### config.mk
export PLATFORM = sky130hd
export DESIGN_NAME = hdu_core
export DESIGN_NICKNAME = d
export VERILOG_FILES = /design/src/common/hdu_pkg.sv /design/src/rtl/hdu_core.sv
export SDC_FILE = /design/constraint.sdc
export NUM_CORES = 1
export LEC_CHECK = 0
export BUFFER_PORTS_ARGS = -buffer_cell sky130_fd_sc_hd__buf_2
export CAP_MARGIN = 20
export CORE_AREA = 2 2 94 96
export CTS_BUF_LIST = sky130_fd_sc_hd__clkbuf_8
export CTS_CLUSTER_DIAMETER = 120
export DETAILED_ROUTE_END_ITERATION = 16
export DIE_AREA = 0 0 96 98
export GPL_ROUTABILITY_DRIVEN = 1
export GPL_TIMING_DRIVEN = 0
export HOLD_SLACK_MARGIN = 0.08
export PLACE_DENSITY = 0.81
export SLEW_MARGIN = 30
export SYNTH_ARGS = -nofsm -noshare
export SYNTH_HDL_FRONTEND = slang
export SYNTH_SLANG_ARGS = --single-unit
### constraint.sdc
create_clock -name clk -period 2.7 [get_ports clk]
set_input_delay 0.54 -clock clk [delete_from_list [all_inputs] [get_ports clk]]
set_output_delay 0.54 -clock clk [all_outputs]
set_load 0.005 [all_outputs]
### src/common/hdu_pkg.sv
/*
 * hdu_pkg: register offsets, field positions, reset values, baud divisors
 * and shared types for the half-duplex serial core.
 * assumes a 32-bit classic wishbone slave with word-aligned registers.
 */
package hdu_pkg;

    // printed offsets step by one, not by four: they are register indices
    localparam logic [7:0]  IDX_DATA     = 8'hd6;
    localparam logic [7:0]  IDX_CONTROL  = 8'hd7;
    localparam logic [7:0]  IDX_STATUS   = 8'hd8;

    localparam logic [9:0]  ADDR_DATA    = {IDX_DATA, 2'b00};
    localparam logic [9:0]  ADDR_CONTROL = {IDX_CONTROL, 2'b00};
    localparam logic [9:0]  ADDR_STATUS  = {IDX_STATUS, 2'b00};

    // serial_control field positions
    localparam int CTL_RX_READY  = 7;
    localparam int CTL_TX_EMPTY  = 6;
    localparam int CTL_RX_IEN    = 5;
    localparam int CTL_TX_IEN    = 4;
    localparam int CTL_BAUD_HI   = 3;
    localparam int CTL_BAUD_LO   = 1;
    localparam int CTL_PAR_NINTH = 0;

    localparam logic [7:0]  CONTROL_RESET = 8'h00;
    localparam logic [7:0]  DATA_RESET    = 8'h00;

    localparam int OVERSAMPLE = 8;
    // samples taken at these states of each bit (0..7)
    localparam logic [2:0]  SAMPLE_A = 3'h3;
    localparam logic [2:0]  SAMPLE_B = 3'h4;
    localparam logic [2:0]  SAMPLE_C = 3'h5;

    localparam logic [12:0] DIV_0 = 13'd6656;
    localparam logic [12:0] DIV_1 = 13'd3328;
    localparam logic [12:0] DIV_2 = 13'd1664;
    localparam logic [12:0] DIV_3 = 13'd832;
    localparam logic [12:0] DIV_4 = 13'd416;
    localparam logic [12:0] DIV_5 = 13'd256;
    localparam logic [12:0] DIV_6 = 13'd208;
    localparam logic [12:0] DIV_7 = 13'd104;

    typedef enum logic [1:0] {
        HDU_TX_IDLE,
        HDU_TX_START,
        HDU_TX_BITS,
        HDU_TX_STOP
    } hdu_tx_e;

    typedef enum logic [1:0] {
        HDU_RX_IDLE,
        HDU_RX_START,
        HDU_RX_BITS,
        HDU_RX_STOP
    } hdu_rx_e;

    // wishbone request carrier
    typedef struct packed {
        logic        cyc;
        logic        stb;
        logic        we;
        logic [3:0]  sel;
        logic [9:0]  adr;
        logic [31:0] dat;
    } hdu_wb_req_s;

    // serial pin carrier
    typedef struct packed {
        logic out_level;
        logic out_select;
    } hdu_txpin_s;

endpackage

### src/rtl/hdu_core.sv
/*
 * hdu_core: half-duplex asynchronous transmitter and receiver with a data
 * and a control register on a classic wishbone slave.
 * assumes clk at 10 MHz, an asynchronous serial input from a pin, and a
 * port mux outside that takes tx_output_select to choose the engine output.
 */
// Local design decision: the Wishbone slave port.
`timescale 1ns/1ps

module hdu_core
    import hdu_pkg::*;
(
    // clock and reset
    input  wire logic        clk,
    input  wire logic        arst_n,
    // static option: 1 selects the 11-bit frame
    input  wire logic        frame11_strap,
    // wishbone slave
    input  wire logic        wb_cyc_i,
    input  wire logic        wb_stb_i,
    input  wire logic        wb_we_i,
    input  wire logic [3:0]  wb_sel_i,
    input  wire logic [9:0]  wb_adr_i,
    input  wire logic [31:0] wb_dat_i,
    output logic      [31:0] wb_dat_o,
    output logic             wb_ack_o,
    output logic             wb_err_o,
    // serial link
    input  wire logic        serial_in_pin,
    output logic             serial_out_pin,
    output logic             tx_output_select,
    // interrupt requests to the core
    output logic             rx_irq,
    output logic             tx_irq
);

    function automatic logic [12:0] baud_divisor(input logic [2:0] code);
        case (code)
            3'h0:    baud_divisor = DIV_0;
            3'h1:    baud_divisor = DIV_1;
            3'h2:    baud_divisor = DIV_2;
            3'h3:    baud_divisor = DIV_3;
            3'h4:    baud_divisor = DIV_4;
            3'h5:    baud_divisor = DIV_5;
            3'h6:    baud_divisor = DIV_6;
            default: baud_divisor = DIV_7;
        endcase
    endfunction

    function automatic logic majority3(input logic a, input logic b, input logic c);
        majority3 = (a & b) | (a & c) | (b & c);
    endfunction

    hdu_wb_req_s req;
    hdu_txpin_s  pin_nxt;
    logic        strap_done_r;
    logic        frame11_r;
    logic [7:0]  rx_buffer_r;
    logic        rx_ready_flag_r;
    logic        tx_empty_flag_r;
    logic        rx_irq_enable_r;
    logic        tx_irq_enable_r;
    logic [2:0]  baud_select_r;
    logic        parity_or_ninth_bit_r;
    logic [12:0] div_cnt_r;
    logic        tick;
    logic        sync1_r;
    logic        sync2_r;
    logic        rx_prev_r;
    hdu_tx_e     tx_state_r;
    logic [2:0]  tx_phase_r;
    logic [3:0]  tx_bit_r;
    logic [8:0]  tx_shift_r;
    logic        tx_level_r;
    hdu_rx_e     rx_state_r;
    logic [2:0]  rx_phase_r;
    logic [3:0]  rx_bit_r;
    logic [8:0]  rx_shift_r;
    logic [2:0]  samp_r;
    logic        access;
    logic        hit_data;
    logic        hit_ctl;
    logic        hit_stat;
    logic        wr_data;
    logic        wr_ctl;
    logic        tx_done;
    logic        rx_done;
    logic [3:0]  nbits;
    logic        bit_val;
    logic [7:0]  tx_byte;

    assign req      = '{cyc: wb_cyc_i, stb: wb_stb_i, we: wb_we_i, sel: wb_sel_i, adr: wb_adr_i, dat: wb_dat_i};
    assign access   = req.cyc & req.stb & ~wb_ack_o & ~wb_err_o;
    assign hit_data = req.adr == ADDR_DATA;
    assign hit_ctl  = req.adr == ADDR_CONTROL;
    assign hit_stat = req.adr == ADDR_STATUS;
    assign wr_data  = access & req.we & hit_data & req.sel[0];
    assign wr_ctl   = access & req.we & hit_ctl & req.sel[0];
    assign nbits    = frame11_r ? 4'd9 : 4'd8;
    assign bit_val  = majority3(samp_r[0], samp_r[1], samp_r[2]);
    assign tx_done  = tick && tx_state_r == HDU_TX_STOP && tx_phase_r == 3'(OVERSAMPLE - 1);
    assign rx_done  = tick && rx_state_r == HDU_RX_STOP && rx_phase_r == 3'(OVERSAMPLE - 1);
    // with auto parity the top bit is replaced by even parity of the low seven
    assign tx_byte  = (!frame11_r && parity_or_ninth_bit_r)
                    ? {^req.dat[6:0], req.dat[6:0]} : req.dat[7:0];

    // frame option caught once after reset release, then frozen
    always_ff @(posedge clk or negedge arst_n)
    begin
        if (!arst_n)
        begin
            strap_done_r <= 1'b0;
            frame11_r    <= 1'b0;
        end
        else if (!strap_done_r)
        begin
            strap_done_r <= 1'b1;
            frame11_r    <= frame11_strap;
        end
    end

    // bus answer: registered ack one cycle after the request, unmapped addresses get err
    always_ff @(posedge clk or negedge arst_n)
    begin
        if (!arst_n)
        begin
            wb_ack_o <= 1'b0;
            wb_err_o <= 1'b0;
            wb_dat_o <= 32'h0000_0000;
        end
        else
        begin
            wb_ack_o <= access & (hit_data | hit_ctl | hit_stat);
            wb_err_o <= access & ~(hit_data | hit_ctl | hit_stat);
            wb_dat_o <= 32'h0000_0000;
            if (access && !req.we)
            begin
                if (hit_data)
                    wb_dat_o <= {24'h000000, rx_buffer_r};
                else if (hit_ctl)
                    wb_dat_o <= {24'h000000, rx_ready_flag_r, tx_empty_flag_r, rx_irq_enable_r,
                                 tx_irq_enable_r, baud_select_r, parity_or_ninth_bit_r};
                else if (hit_stat)
                    wb_dat_o <= {28'h0000000, frame11_r, tx_state_r != HDU_TX_IDLE,
                                 rx_state_r != HDU_RX_IDLE, 1'b0};
            end
        end
    end

    // control fields written by software
    always_ff @(posedge clk or negedge arst_n)
    begin
        if (!arst_n)
        begin
            rx_irq_enable_r <= CONTROL_RESET[CTL_RX_IEN];
            tx_irq_enable_r <= CONTROL_RESET[CTL_TX_IEN];
            baud_select_r   <= CONTROL_RESET[CTL_BAUD_HI:CTL_BAUD_LO];
        end
        else if (wr_ctl)
        begin
            rx_irq_enable_r <= req.dat[CTL_RX_IEN];
            tx_irq_enable_r <= req.dat[CTL_TX_IEN];
            baud_select_r   <= req.dat[CTL_BAUD_HI:CTL_BAUD_LO];
        end
    end

    // ninth bit / parity bit: reception overrides a same-cycle write
    always_ff @(posedge clk or negedge arst_n)
    begin
        if (!arst_n)
            parity_or_ninth_bit_r <= CONTROL_RESET[CTL_PAR_NINTH];
        else if (rx_done)
            parity_or_ninth_bit_r <= frame11_r ? rx_shift_r[8] : ^rx_shift_r[7:0];
        else if (wr_ctl)
            parity_or_ninth_bit_r <= req.dat[CTL_PAR_NINTH];
    end

    // flags: hardware set wins over software clear
    always_ff @(posedge clk or negedge arst_n)
    begin
        if (!arst_n)
        begin
            rx_ready_flag_r <= CONTROL_RESET[CTL_RX_READY];
            tx_empty_flag_r <= CONTROL_RESET[CTL_TX_EMPTY];
        end
        else
        begin
            if (rx_done)
                rx_ready_flag_r <= 1'b1;
            else if (wr_ctl)
                rx_ready_flag_r <= req.dat[CTL_RX_READY];
            if (tx_done)
                tx_empty_flag_r <= 1'b1;
            else if (wr_data)
                tx_empty_flag_r <= 1'b0;
            else if (wr_ctl)
                tx_empty_flag_r <= req.dat[CTL_TX_EMPTY];
        end
    end

    always_ff @(posedge clk or negedge arst_n)
    begin
        if (!arst_n)
        begin
            rx_irq <= 1'b0;
            tx_irq <= 1'b0;
        end
        else
        begin
            rx_irq <= rx_ready_flag_r & rx_irq_enable_r;
            tx_irq <= tx_empty_flag_r & tx_irq_enable_r;
        end
    end

    // divider to eight ticks per bit; divisor read live, so changes act at once
    always_ff @(posedge clk or negedge arst_n)
    begin
        if (!arst_n)
        begin
            div_cnt_r <= 13'h0000;
            tick      <= 1'b0;
        end
        else if (div_cnt_r >= baud_divisor(baud_select_r) - 13'd1)
        begin
            div_cnt_r <= 13'h0000;
            tick      <= 1'b1;
        end
        else
        begin
            div_cnt_r <= div_cnt_r + 13'd1;
            tick      <= 1'b0;
        end
    end

    // input synchroniser; only sync2 feeds logic
    always_ff @(posedge clk or negedge arst_n)
    begin
        if (!arst_n)
        begin
            sync1_r   <= 1'b1;
            sync2_r   <= 1'b1;
            rx_prev_r <= 1'b1;
        end
        else
        begin
            sync1_r   <= serial_in_pin;
            sync2_r   <= sync1_r;
            rx_prev_r <= sync2_r;
        end
    end

    // transmitter
    always_ff @(posedge clk or negedge arst_n)
    begin
        if (!arst_n)
        begin
            tx_state_r <= HDU_TX_IDLE;
            tx_phase_r <= 3'h0;
            tx_bit_r   <= 4'h0;
            tx_shift_r <= 9'h000;
            tx_level_r <= 1'b1;
        end
        else if (wr_data)
        begin
            tx_state_r <= HDU_TX_START;
            tx_phase_r <= 3'h0;
            tx_bit_r   <= 4'h0;
            tx_shift_r <= {parity_or_ninth_bit_r, tx_byte};
            tx_level_r <= 1'b0;
        end
        else if (tick)
        begin
            tx_phase_r <= tx_phase_r + 3'h1;
            if (tx_phase_r == 3'(OVERSAMPLE - 1))
            begin
                case (tx_state_r)
                    HDU_TX_START, HDU_TX_BITS:
                    begin
                        if (tx_state_r == HDU_TX_BITS && tx_bit_r == nbits)
                        begin
                            tx_state_r <= HDU_TX_STOP;
                            tx_level_r <= 1'b1;
                        end
                        else
                        begin
                            tx_state_r <= HDU_TX_BITS;
                            tx_level_r <= tx_shift_r[0];
                            tx_shift_r <= {1'b0, tx_shift_r[8:1]};
                            tx_bit_r   <= tx_bit_r + 4'h1;
                        end
                    end
                    HDU_TX_STOP:
                        tx_state_r <= HDU_TX_IDLE;
                    default:
                        tx_state_r <= HDU_TX_IDLE;
                endcase
            end
        end
    end

    // pin outputs registered; select rises with the start level, never ahead of it,
    // and drops after the stop bit
    assign pin_nxt = '{out_level: tx_level_r,
                       out_select: tx_state_r != HDU_TX_IDLE && !tx_done};
    always_ff @(posedge clk or negedge arst_n)
    begin
        if (!arst_n)
        begin
            serial_out_pin   <= 1'b1;
            tx_output_select <= 1'b0;
        end
        else
        begin
            serial_out_pin   <= pin_nxt.out_level;
            tx_output_select <= pin_nxt.out_select;
        end
    end

    // receiver
    always_ff @(posedge clk or negedge arst_n)
    begin
        if (!arst_n)
        begin
            rx_state_r <= HDU_RX_IDLE;
            rx_phase_r <= 3'h0;
            rx_bit_r   <= 4'h0;
            rx_shift_r <= 9'h000;
            samp_r     <= 3'h7;
        end
        else if (wr_data || tx_state_r != HDU_TX_IDLE)
            rx_state_r <= HDU_RX_IDLE;
        else
        begin
            case (rx_state_r)
                HDU_RX_IDLE:
                    if (rx_prev_r && !sync2_r)
                    begin
                        rx_state_r <= HDU_RX_START;
                        rx_phase_r <= 3'h0;
                        rx_bit_r   <= 4'h0;
                    end
                default:
                    if (tick)
                    begin
                        rx_phase_r <= rx_phase_r + 3'h1;
                        if (rx_phase_r == SAMPLE_A)
                            samp_r[0] <= sync2_r;
                        if (rx_phase_r == SAMPLE_B)
                            samp_r[1] <= sync2_r;
                        if (rx_phase_r == SAMPLE_C)
                            samp_r[2] <= sync2_r;
                        if (rx_phase_r == 3'(OVERSAMPLE - 1))
                        begin
                            if (rx_state_r == HDU_RX_START)
                                rx_state_r <= HDU_RX_BITS;
                            else if (rx_state_r == HDU_RX_BITS)
                            begin
                                rx_shift_r <= frame11_r ? {bit_val, rx_shift_r[8:1]}
                                                        : {1'b0, bit_val, rx_shift_r[7:1]};
                                rx_bit_r   <= rx_bit_r + 4'h1;
                                if (rx_bit_r == nbits - 4'h1)
                                    rx_state_r <= HDU_RX_STOP;
                            end
                            else
                                rx_state_r <= HDU_RX_IDLE;
                        end
                    end
            endcase
        end
    end

    always_ff @(posedge clk or negedge arst_n)
    begin
        if (!arst_n)
            rx_buffer_r <= DATA_RESET;
        else if (rx_done && tx_state_r == HDU_TX_IDLE && !wr_data)
            rx_buffer_r <= rx_shift_r[7:0];
    end

endmodule

---- After elaboration in Yosys (flattened, before gate mapping) ----
Index checks and enable logic that the tools add are counted.
Widths: inputs -> output; s select.
word-level totals
  output and inout port bits .............. 38
  word-level logic and storage cells ...... 195
  flip-flop bits (word level) ............. 113
  input port bits ......................... 53
operators by class
  order comparisons ....................... 1
  multiplexer cells ....................... 57
  equality and inequality tests ........... 27
  reduce and logical (&&, ||, !) cells .... 45
  $add $sub $neg .......................... 7
  bitwise logic cells ..................... 25
operators with widths
  operator               number
  $pmux 13 s7            1
  $mux 9                 6
  $mux 4                 12
  $mux 8                 4
  $eq 10x10->1 const B   3
  $mux 2                 12
  $eq 3x3->1 const B     7
  $reduce_and 4->1       5
  $reduce_bool 2->1      9
  $mux 1                 16
  $and 1x1->1            15
  $mux 3                 5
  $add 13x1->13 const B  1
  $ge 13x13->1           1
  $mux 13                1
  $sub 13x1->13 const B  1
  $reduce_and 6->1       2
  $logic_and 1x1->1      11
  $eq 3x2->1 const B     3
  $reduce_bool 3->1      3
  $add 4x1->4 const B    2
  $eq 2x2->1 const B     4
  $eq 4x4->1             2
  $reduce_xor 8->1       1
  18 further kinds       35

---- Logic depth before layout (Yosys ltp) ----
Gate-level depths: netlist of run 1.
  depth in word-level cells ............... 10
  gate-level depth with buffers ........... 11
  depth with buffers taken out ............ 9

---- Worst setup path after synthesis of run 1 ----
Ideal clock, no wire load.
  path kind ............................... register to register
  from .................................... register baud_select_r[1]
  to ...................................... register div_cnt_r[10]
  arrival time ............................ 2094 ps
  required time ........................... 2628 ps
  path buffers ............................ 2
  slack ................................... 534 ps
  setup time .............................. 72 ps
  stages on the path, launching flop included .. 10
  clock period less this slack ............ 2166 ps
  cell sequence ........................... dfrtp_1 clkbuf_1 xor2_1 nand2b_1 ha_1 a21o_1 a2111oi_0 a31oi_1 clkbuf_1 nor2_1
between the ends
  cells in the longest elaborated chain, start to end .. 5
  elaborated cells on any way between the ends .. 11
  those cells by class .................... add/sub: 1; order compare: 1; eq/ne: 6; mux: 2; reduce/logical: 1
RTL lines
  item                                      RTL line         source
  start: declaration                        hdu_core.sv:63   logic [2:0] baud_select_r;
  start signal: assignment                  hdu_core.sv:157  baud_select_r <= CONTROL_RESET[CTL_BAUD_HI:CTL_BAUD_LO];
  start signal: assignment                  hdu_core.sv:163  baud_select_r <= req.dat[CTL_BAUD_HI:CTL_BAUD_LO];
  $eq 3x3->1, or another cell as far along  hdu_core.sv:38   case (code)
  $pmux 13 s7 *                             hdu_core.sv:38
  $sub 13x1->13 *                           hdu_core.sv:223  else if (div_cnt_r >= baud_divisor(baud_select_r) - 13'd1)
  $ge 13x13->1 *                            hdu_core.sv:223
  $mux 13 *                                 hdu_core.sv:223
  end signal: assignment                    hdu_core.sv:230  div_cnt_r <= div_cnt_r + 13'd1;
  end: declaration                          hdu_core.sv:65   logic [12:0] div_cnt_r;
Every way passes the cells marked *; elsewhere a longest branch is shown, timed or not.
A chain may end at the register's enable or synchronous reset.

---- Worst setup path after layout of run 1 ----
  from .................................... register baud_select_r[0]
  to ...................................... register div_cnt_r[8]
Same word-level chain as after synthesis.

==> impl_metrics.ini, run 1 <==
[yosys]
syn_area_per_cell_um2 = 10.80
synth_edf_count = 0
dominantRegCellSynth = dfrtp_1
syn_area_um2 = 4773
synth_cell_types = 55
syn_inst = 442
ys_ff_latch = 89
yosys_warnings = 0
ys_seq_area_frac = 0.4687
async_flop_share = 1.000

[pwr]
power_uw = 2485
vdd_drop_max_uv = 230.7
p_per_area_nw_per_um2 = 456.6
cellLeakagePower_uw = 0.002628

[placed_design]
placed_cell_area_um2 = 5224
gp_congestion = 0.9301
pre_cts_slack_ns = -0.008942
dp.cells = 613
portBuffers = 39
dp_hpwl_mm = 7.001

[setup_path]
critical_path_arrival_ns = 2.71
end_kind = flip-flop
reg2reg_to = div_cnt_r[8]$_DFF_PN0_
worst-setup-path-type = flip-flop to flip-flop
crit_end = div_cnt_r[8]$_DFF_PN0_
critPathLaunchType = flip-flop
critical_path.slowest_cell = dfrtp_1
r2r_cells = 8
r2r-start = baud_select_r[0]$_DFFE_PN0P_
reg2reg_slack_ns = 0.27
cp_max_fo = 10
critPathLaunch = baud_select_r[0]$_DFFE_PN0P_
critPathMaxStageDelay_ns = 0.51
path_cells = xor2_1 -> nand2b_1 -> ha_1 -> a21o_1 -> a2111oi_0 -> a31oi_1 -> clkbuf_2 -> nor2_1
cp_data_required_time_ns = 2.99

[global_routing]
grt_pass1_wl_mm = 16.22
overflow = 0
antenna_found_initial = 0
grt_pass1_vias = 3447
grt_start_max_net_pins = 63
track_usage = 0.2211

[timing]
relSlewSlack = 0.5796
period_minus_slack_ns = 2.428
tns_ns = 0
worst_pin_slew_ns = 0.6306
hold_violations = 0
skew_ns = 0.01427
setup_slack_ns = 0.2725
finalCritPeriodShare = 0.8991
rsz0062_at_grt = no
max_freq_mhz = 411.9
setup_viol = 0
report.final.slew_viol_count = 0

[routing]
post_drt_wl_per_cell_um = 15.33
drc = 0
drt-pass1-iter-count = 4
route.antenna.remaining_nets = 0
first_iter_violations = 120
vias_per_cell = 5.420
vias = 3409
finalWirelength_mm = 9.645

[clock_tree]
cts_tree = yes
clock-sinks = 89
numCtsBuffers = 9
postCtsSetupRepairBufs = 0
h-tree-depth = 3
clk-insertion-delay-late_ns = 0.36
root_buffer = clkbuf_8
clock_path_buffers = 2
clkTransAtPathRegs_ns = 0.09

[layout]
fill_cells = 651
final_nets = 596
antennaDiodeCount = 0
final_cells = 629
area_delta_synth_final_pct = 14.02
drive_gt1_frac = 0.2418
final_area_um2 = 5443

[floorplan]
die-area_um2 = 9408
die_h_um = 98
io_pins = 91
chipWidth_um = 96
coreArea_um2 = 8466
start_util = 0.5638
row_count = 34

[run]
drv_cap = 0

[hold_path]
min_path_type = input pin to flip-flop

[run_status]
status = completed
-- final cells by class --
type	instances	area, um2	share of cell area
multi-input combinational	328	2331	0.4283
sequential	89	2238	0.4113
buffer	36	247.7	0.04552
timing repair buffer	41	239.0	0.04391
tap	108	135.1	0.02483
clock buffer	9	123.9	0.02276
clock inverter	7	86.33	0.01586
inverter	11	41.29	0.007586
-- synth_stat cells (6+ instances only) --
library cell,number,area share
and3_1,8,0.010
xnor2_1,16,0.029
o21ai_0,11,0.012
nand2b_1,6,0.0079
and2_1,7,0.0092
dfrtp_1,81,0.42
buf_4,24,0.038
xor2_1,14,0.026
ha_1,27,0.071
nor2_1,48,0.038
nand3_1,11,0.012
inv_1,11,0.0087
nand2_1,26,0.020
mux2_2,18,0.042
mux2i_1,22,0.046
mux2_4,8,0.025
nor2b_1,9,0.012
nor3_1,6,0.0063
dfstp_2,8,0.044
a21oi_1,15,0.016
-- placed cells by master, fill, tap and decap left out, types with 9 or more instances in the layout --
cell      netlist  final
nand2_1        26     26
nor2_1         48     48
nand3_1        11     11
o21ai_0        11     11
dfrtp_1        81     80
conb_1          2     25
xor2_1         14     14
ha_1           27     27
buf_4          24     24
inv_1          11     12
a21oi_1        15     15
buf_2           5     43
clkbuf_8        0      9
xnor2_1        16     16
nor2b_1         9      9
mux2i_1        22     22
mux2_2         18     18
-- worst min path at each step --
stage	cells past startpoint	slack [ns]	start	end
5_1_grt	1	0.26	serial_in_pin	sync1_r$_DFF_PN1_
4_1_cts	1	0.27	serial_in_pin	sync1_r$_DFF_PN1_
2_1_floorplan	0	0.24	arst_n	baud_select_r[0]$_DFFE_PN0P_
6_report	1	0.27	serial_in_pin	sync1_r$_DFF_PN1_
3_3_place_gp	0	0.35	sync1_r$_DFF_PN1_	sync2_r$_DFF_PN1_
3_5_place_dp	0	0.35	sync1_r$_DFF_PN1_	sync2_r$_DFF_PN1_
-- repair_timing --
| item | 4_1_cts | 5_1_grt |
|---|---|---|
| hold endpoints to repair | 19 | 0 |
| setup endpoints to repair | 9 | 10 |
| cloned | 0 | 0 |
| hold buffers | 1 | 0 |
| gates resized for setup | 1 | 1 |
-- routing by layer --
metal | wire length, um | up-vias | GRT usage
li1 | - | 1630 | -
met1 | 4238 | 1666 | 0.2908
met2 | 4749 | 96 | 0.3558
met3 | 450 | 17 | 0.04630
met4 | 207 | 0 | 0.08681
met5 | 0 | - | 0
-- cell families after synthesis --
family | count (synthesis) | share of synthesized area
AO/OA/AOI/OAI | 47 | 0.06213
XOR/XNOR | 30 | 0.05505
adder cells (fa/ha/maj) | 28 | 0.07287
buffers and inverters | 48 | 0.06107
flip-flops | 89 | 0.4687
multiplexers | 48 | 0.1138
other | 2 | 0.001573
AND/OR/NAND/NOR | 150 | 0.1649
-- power by group --
part / switching (uW) / internal, uW / leakage (uW)
clock: 474 / 513 / 0.000110
combinational: 84.0 / 68.6 / 0.00143
sequential: 4.16 / 1340 / 0.00108
-- worst max-delay path, delay by kind of cell (launching register included) --
kind,cells,cell delay [ns]
AO/OA/AOI/OAI,3,0.84
flip-flops,1,0.51
adder cells (fa/ha/maj),1,0.31
buffers and inverters,1,0.26
AND/OR/NAND/NOR,2,0.24
XOR/XNOR,1,0.19
-- metrics by stage --
| stage | utilization | hold WS [ns] |
|---|---|---|
| detailed placement | 0.6171 | 0.3484 |
| global route | 0.6429 | 0.2563 |
| global placement | 0.6131 | 0.3460 |
| finish | 0.6429 | 0.2746 |
| floorplan | - | 0.2444 |
| CTS | 0.6432 | 0.2673 |
-- state kept, by name (all words and copies together) (netlist names), 4 cells and up --
register,flops
div_cnt_r,13
rx_bit_r,4
rx_buffer_r,8
rx_shift_r,9
tx_bit_r,4
tx_shift_r,9
wb_dat_o,8
No activity file was read; power rests on OpenSTA's default activity.
==> inputs of run 2 (changes only) <==
Settings changed: CORE_AREA 2 2 94 96 to 2 2 79 111, DIE_AREA 0 0 96 98 to 0 0 81 113, PLACE_DENSITY 0.81 to 0.83.
Clock period 2.7 ns to 2.8 ns, I/O delays scaled along.
==> impl_metrics.ini, run 2 (synthesis gave the netlist of run 1 again) <==
[routing]
finalWirelength_mm = 9.453
vias = 3393
route.antenna.remaining_nets = 0
drt-pass1-iter-count = 5
first_iter_violations = 228
vias_per_cell = 5.446
post_drt_wl_per_cell_um = 15.17
drc = 0

[floorplan]
die-area_um2 = 9153
chipWidth_um = 81
start_util = 0.5893
io_pins = 91
die_h_um = 113
row_count = 39
coreArea_um2 = 8100

[placed_design]
gp_congestion = 0.7875
dp_hpwl_mm = 6.927
portBuffers = 39

[timing]
holdWs_ns = 0.2838
relSlewSlack = 0.5842
worst_pin_slew_ns = 0.6238
max_freq_mhz = 408.5
rsz0062_at_grt = no
setup_viol = 0
tns_ns = 0
period_minus_slack_ns = 2.448
report.final.slew_viol_count = 0
hold_violations = 0
finalCritPeriodShare = 0.8743
skew_ns = 0.01449

[clock_tree]
clk-insertion-delay-late_ns = 0.37
numCtsBuffers = 9
clkTransAtPathRegs_ns = 0.09
root_buffer = clkbuf_8
cts_tree = yes
clock-sinks = 89
clock_path_buffers = 2
h-tree-depth = 3

[layout]
largestRegisters = div_cnt_r x13, rx_shift_r x9, tx_shift_r x9
seqCellArea_um2 = 2237
area_delta_synth_final_pct = 13.39
layout_commonest_cell = dfrtp_1
drive_gt1_frac = 0.2380
largest_register_ffs = 13
final_nets = 596
antennaDiodeCount = 0
fill_cells = 633
top_register = div_cnt_r
multi_input_area_um2 = 2331
final_cell_mix = 81 x dfrtp_1, 48 x nor2_1, 43 x buf_2

[pwr]
clockPowerShare = 0.373
p_int_uw = 1764
cellLeakagePower_uw = 0.002613
p_sw_frac = 0.2335
combPwrFrac = 0.063
p_switching_uw = 537.4
vdd_drop_max_uv = 211.4
p_seq_frac = 0.564
p_per_area_nw_per_um2 = 425.2

[setup_path]
cp_max_fo = 10
worst-setup-path-type = flip-flop to flip-flop
critical_path_arrival_ns = 2.70
critPathLaunchType = flip-flop
cp_data_required_time_ns = 3.05
end_kind = flip-flop

[hold_path]
min_path_type = input pin to flip-flop

[run_status]
status = completed

[run]
drv_cap = 0

[global_routing]
grt_start_max_net_pins = 60
antenna_found_initial = 0
grt_pass1_wl_mm = 15.43
overflow = 0
grt_pass1_vias = 3329
track_usage = 0.2192
-- run 2: power by group through the flow --
stage | registers [uW] | clock network, uW | logic, uW
floorplan | 1320 | 0 | 76.5
global placement | 1320 | 0 | 134
detailed placement | 1320 | 0 | 143
CTS | 1300 | 874 | 145
global route | 1300 | 927 | 161
finish | 1300 | 858 | 145
-- run 2: cell type report --
type,instances,share of cell area
buffer,36,0.04577
clock buffer,9,0.02288
clock inverter,7,0.01202
inverter,11,0.007628
multi-input combinational,328,0.4307
sequential,89,0.4133
tap,102,0.02358
timing repair buffer,41,0.04415
-- run 2: through the flow --
stage	instances	power [uW]	worst slack [ns]	utilization	area [um2]
floorplan	465	1398	0.6338	-	4860
global placement	606	1456	0.2111	0.6398	5182
detailed placement	607	1466	0.08459	0.6440	5216
CTS	624	2317	0.03638	0.6685	5415
global route	623	2387	0.1049	0.6682	5413
finish	623	2301	0.3519	0.6682	5413
-- run 2: path summary, 6_finish.rpt --
check	from	endpoint	slack [ns]	cells after the start
setup / recovery	baud_select_r[2]$_DFFE_PN0P_	div_cnt_r[10]$_DFF_PN0_	0.35	9
hold / removal	serial_in_pin	sync1_r$_DFF_PN1_	0.28	1
setup reg to reg	baud_select_r[2]$_DFFE_PN0P_	div_cnt_r[10]$_DFF_PN0_	0.35	9
hold reg to reg	sync1_r$_DFF_PN1_	sync2_r$_DFF_PN1_	0.36	0
max in group asynchronous	arst_n	serial_out_pin$_DFF_PN1_	1.54	3
min in group asynchronous	arst_n	wb_err_o$_DFF_PN0_	0.62	2
-- run 2: what timing repair did --
item | 4_1_cts | 5_1_grt
hold buffers | 1 | 0
buffers inserted | 0 | 0
resized for setup | 0 | 2
hold endpoints to repair | 24 | 0
endpoints found under the setup margin | 0 | 10
-- run 2: metal layers --
metal / GRT usage / share of wire
met2: 0.3747 / 0.53
met4: 0.06893 / 0.015
met1: 0.2774 / 0.42
met3: 0.04306 / 0.044
met5: 0 / 0
-- run 2: worst max-delay path: stages, from the launching register on --
cell	delay, ns
dfrtp_1	0.50
nand2b_1	0.23
nor2_1	0.15
nor2_1	0.07
ha_1	0.28
nand4_1	0.10
a21o_1	0.17
a31oi_1	0.44
clkbuf_2	0.32
nor2_1	0.08
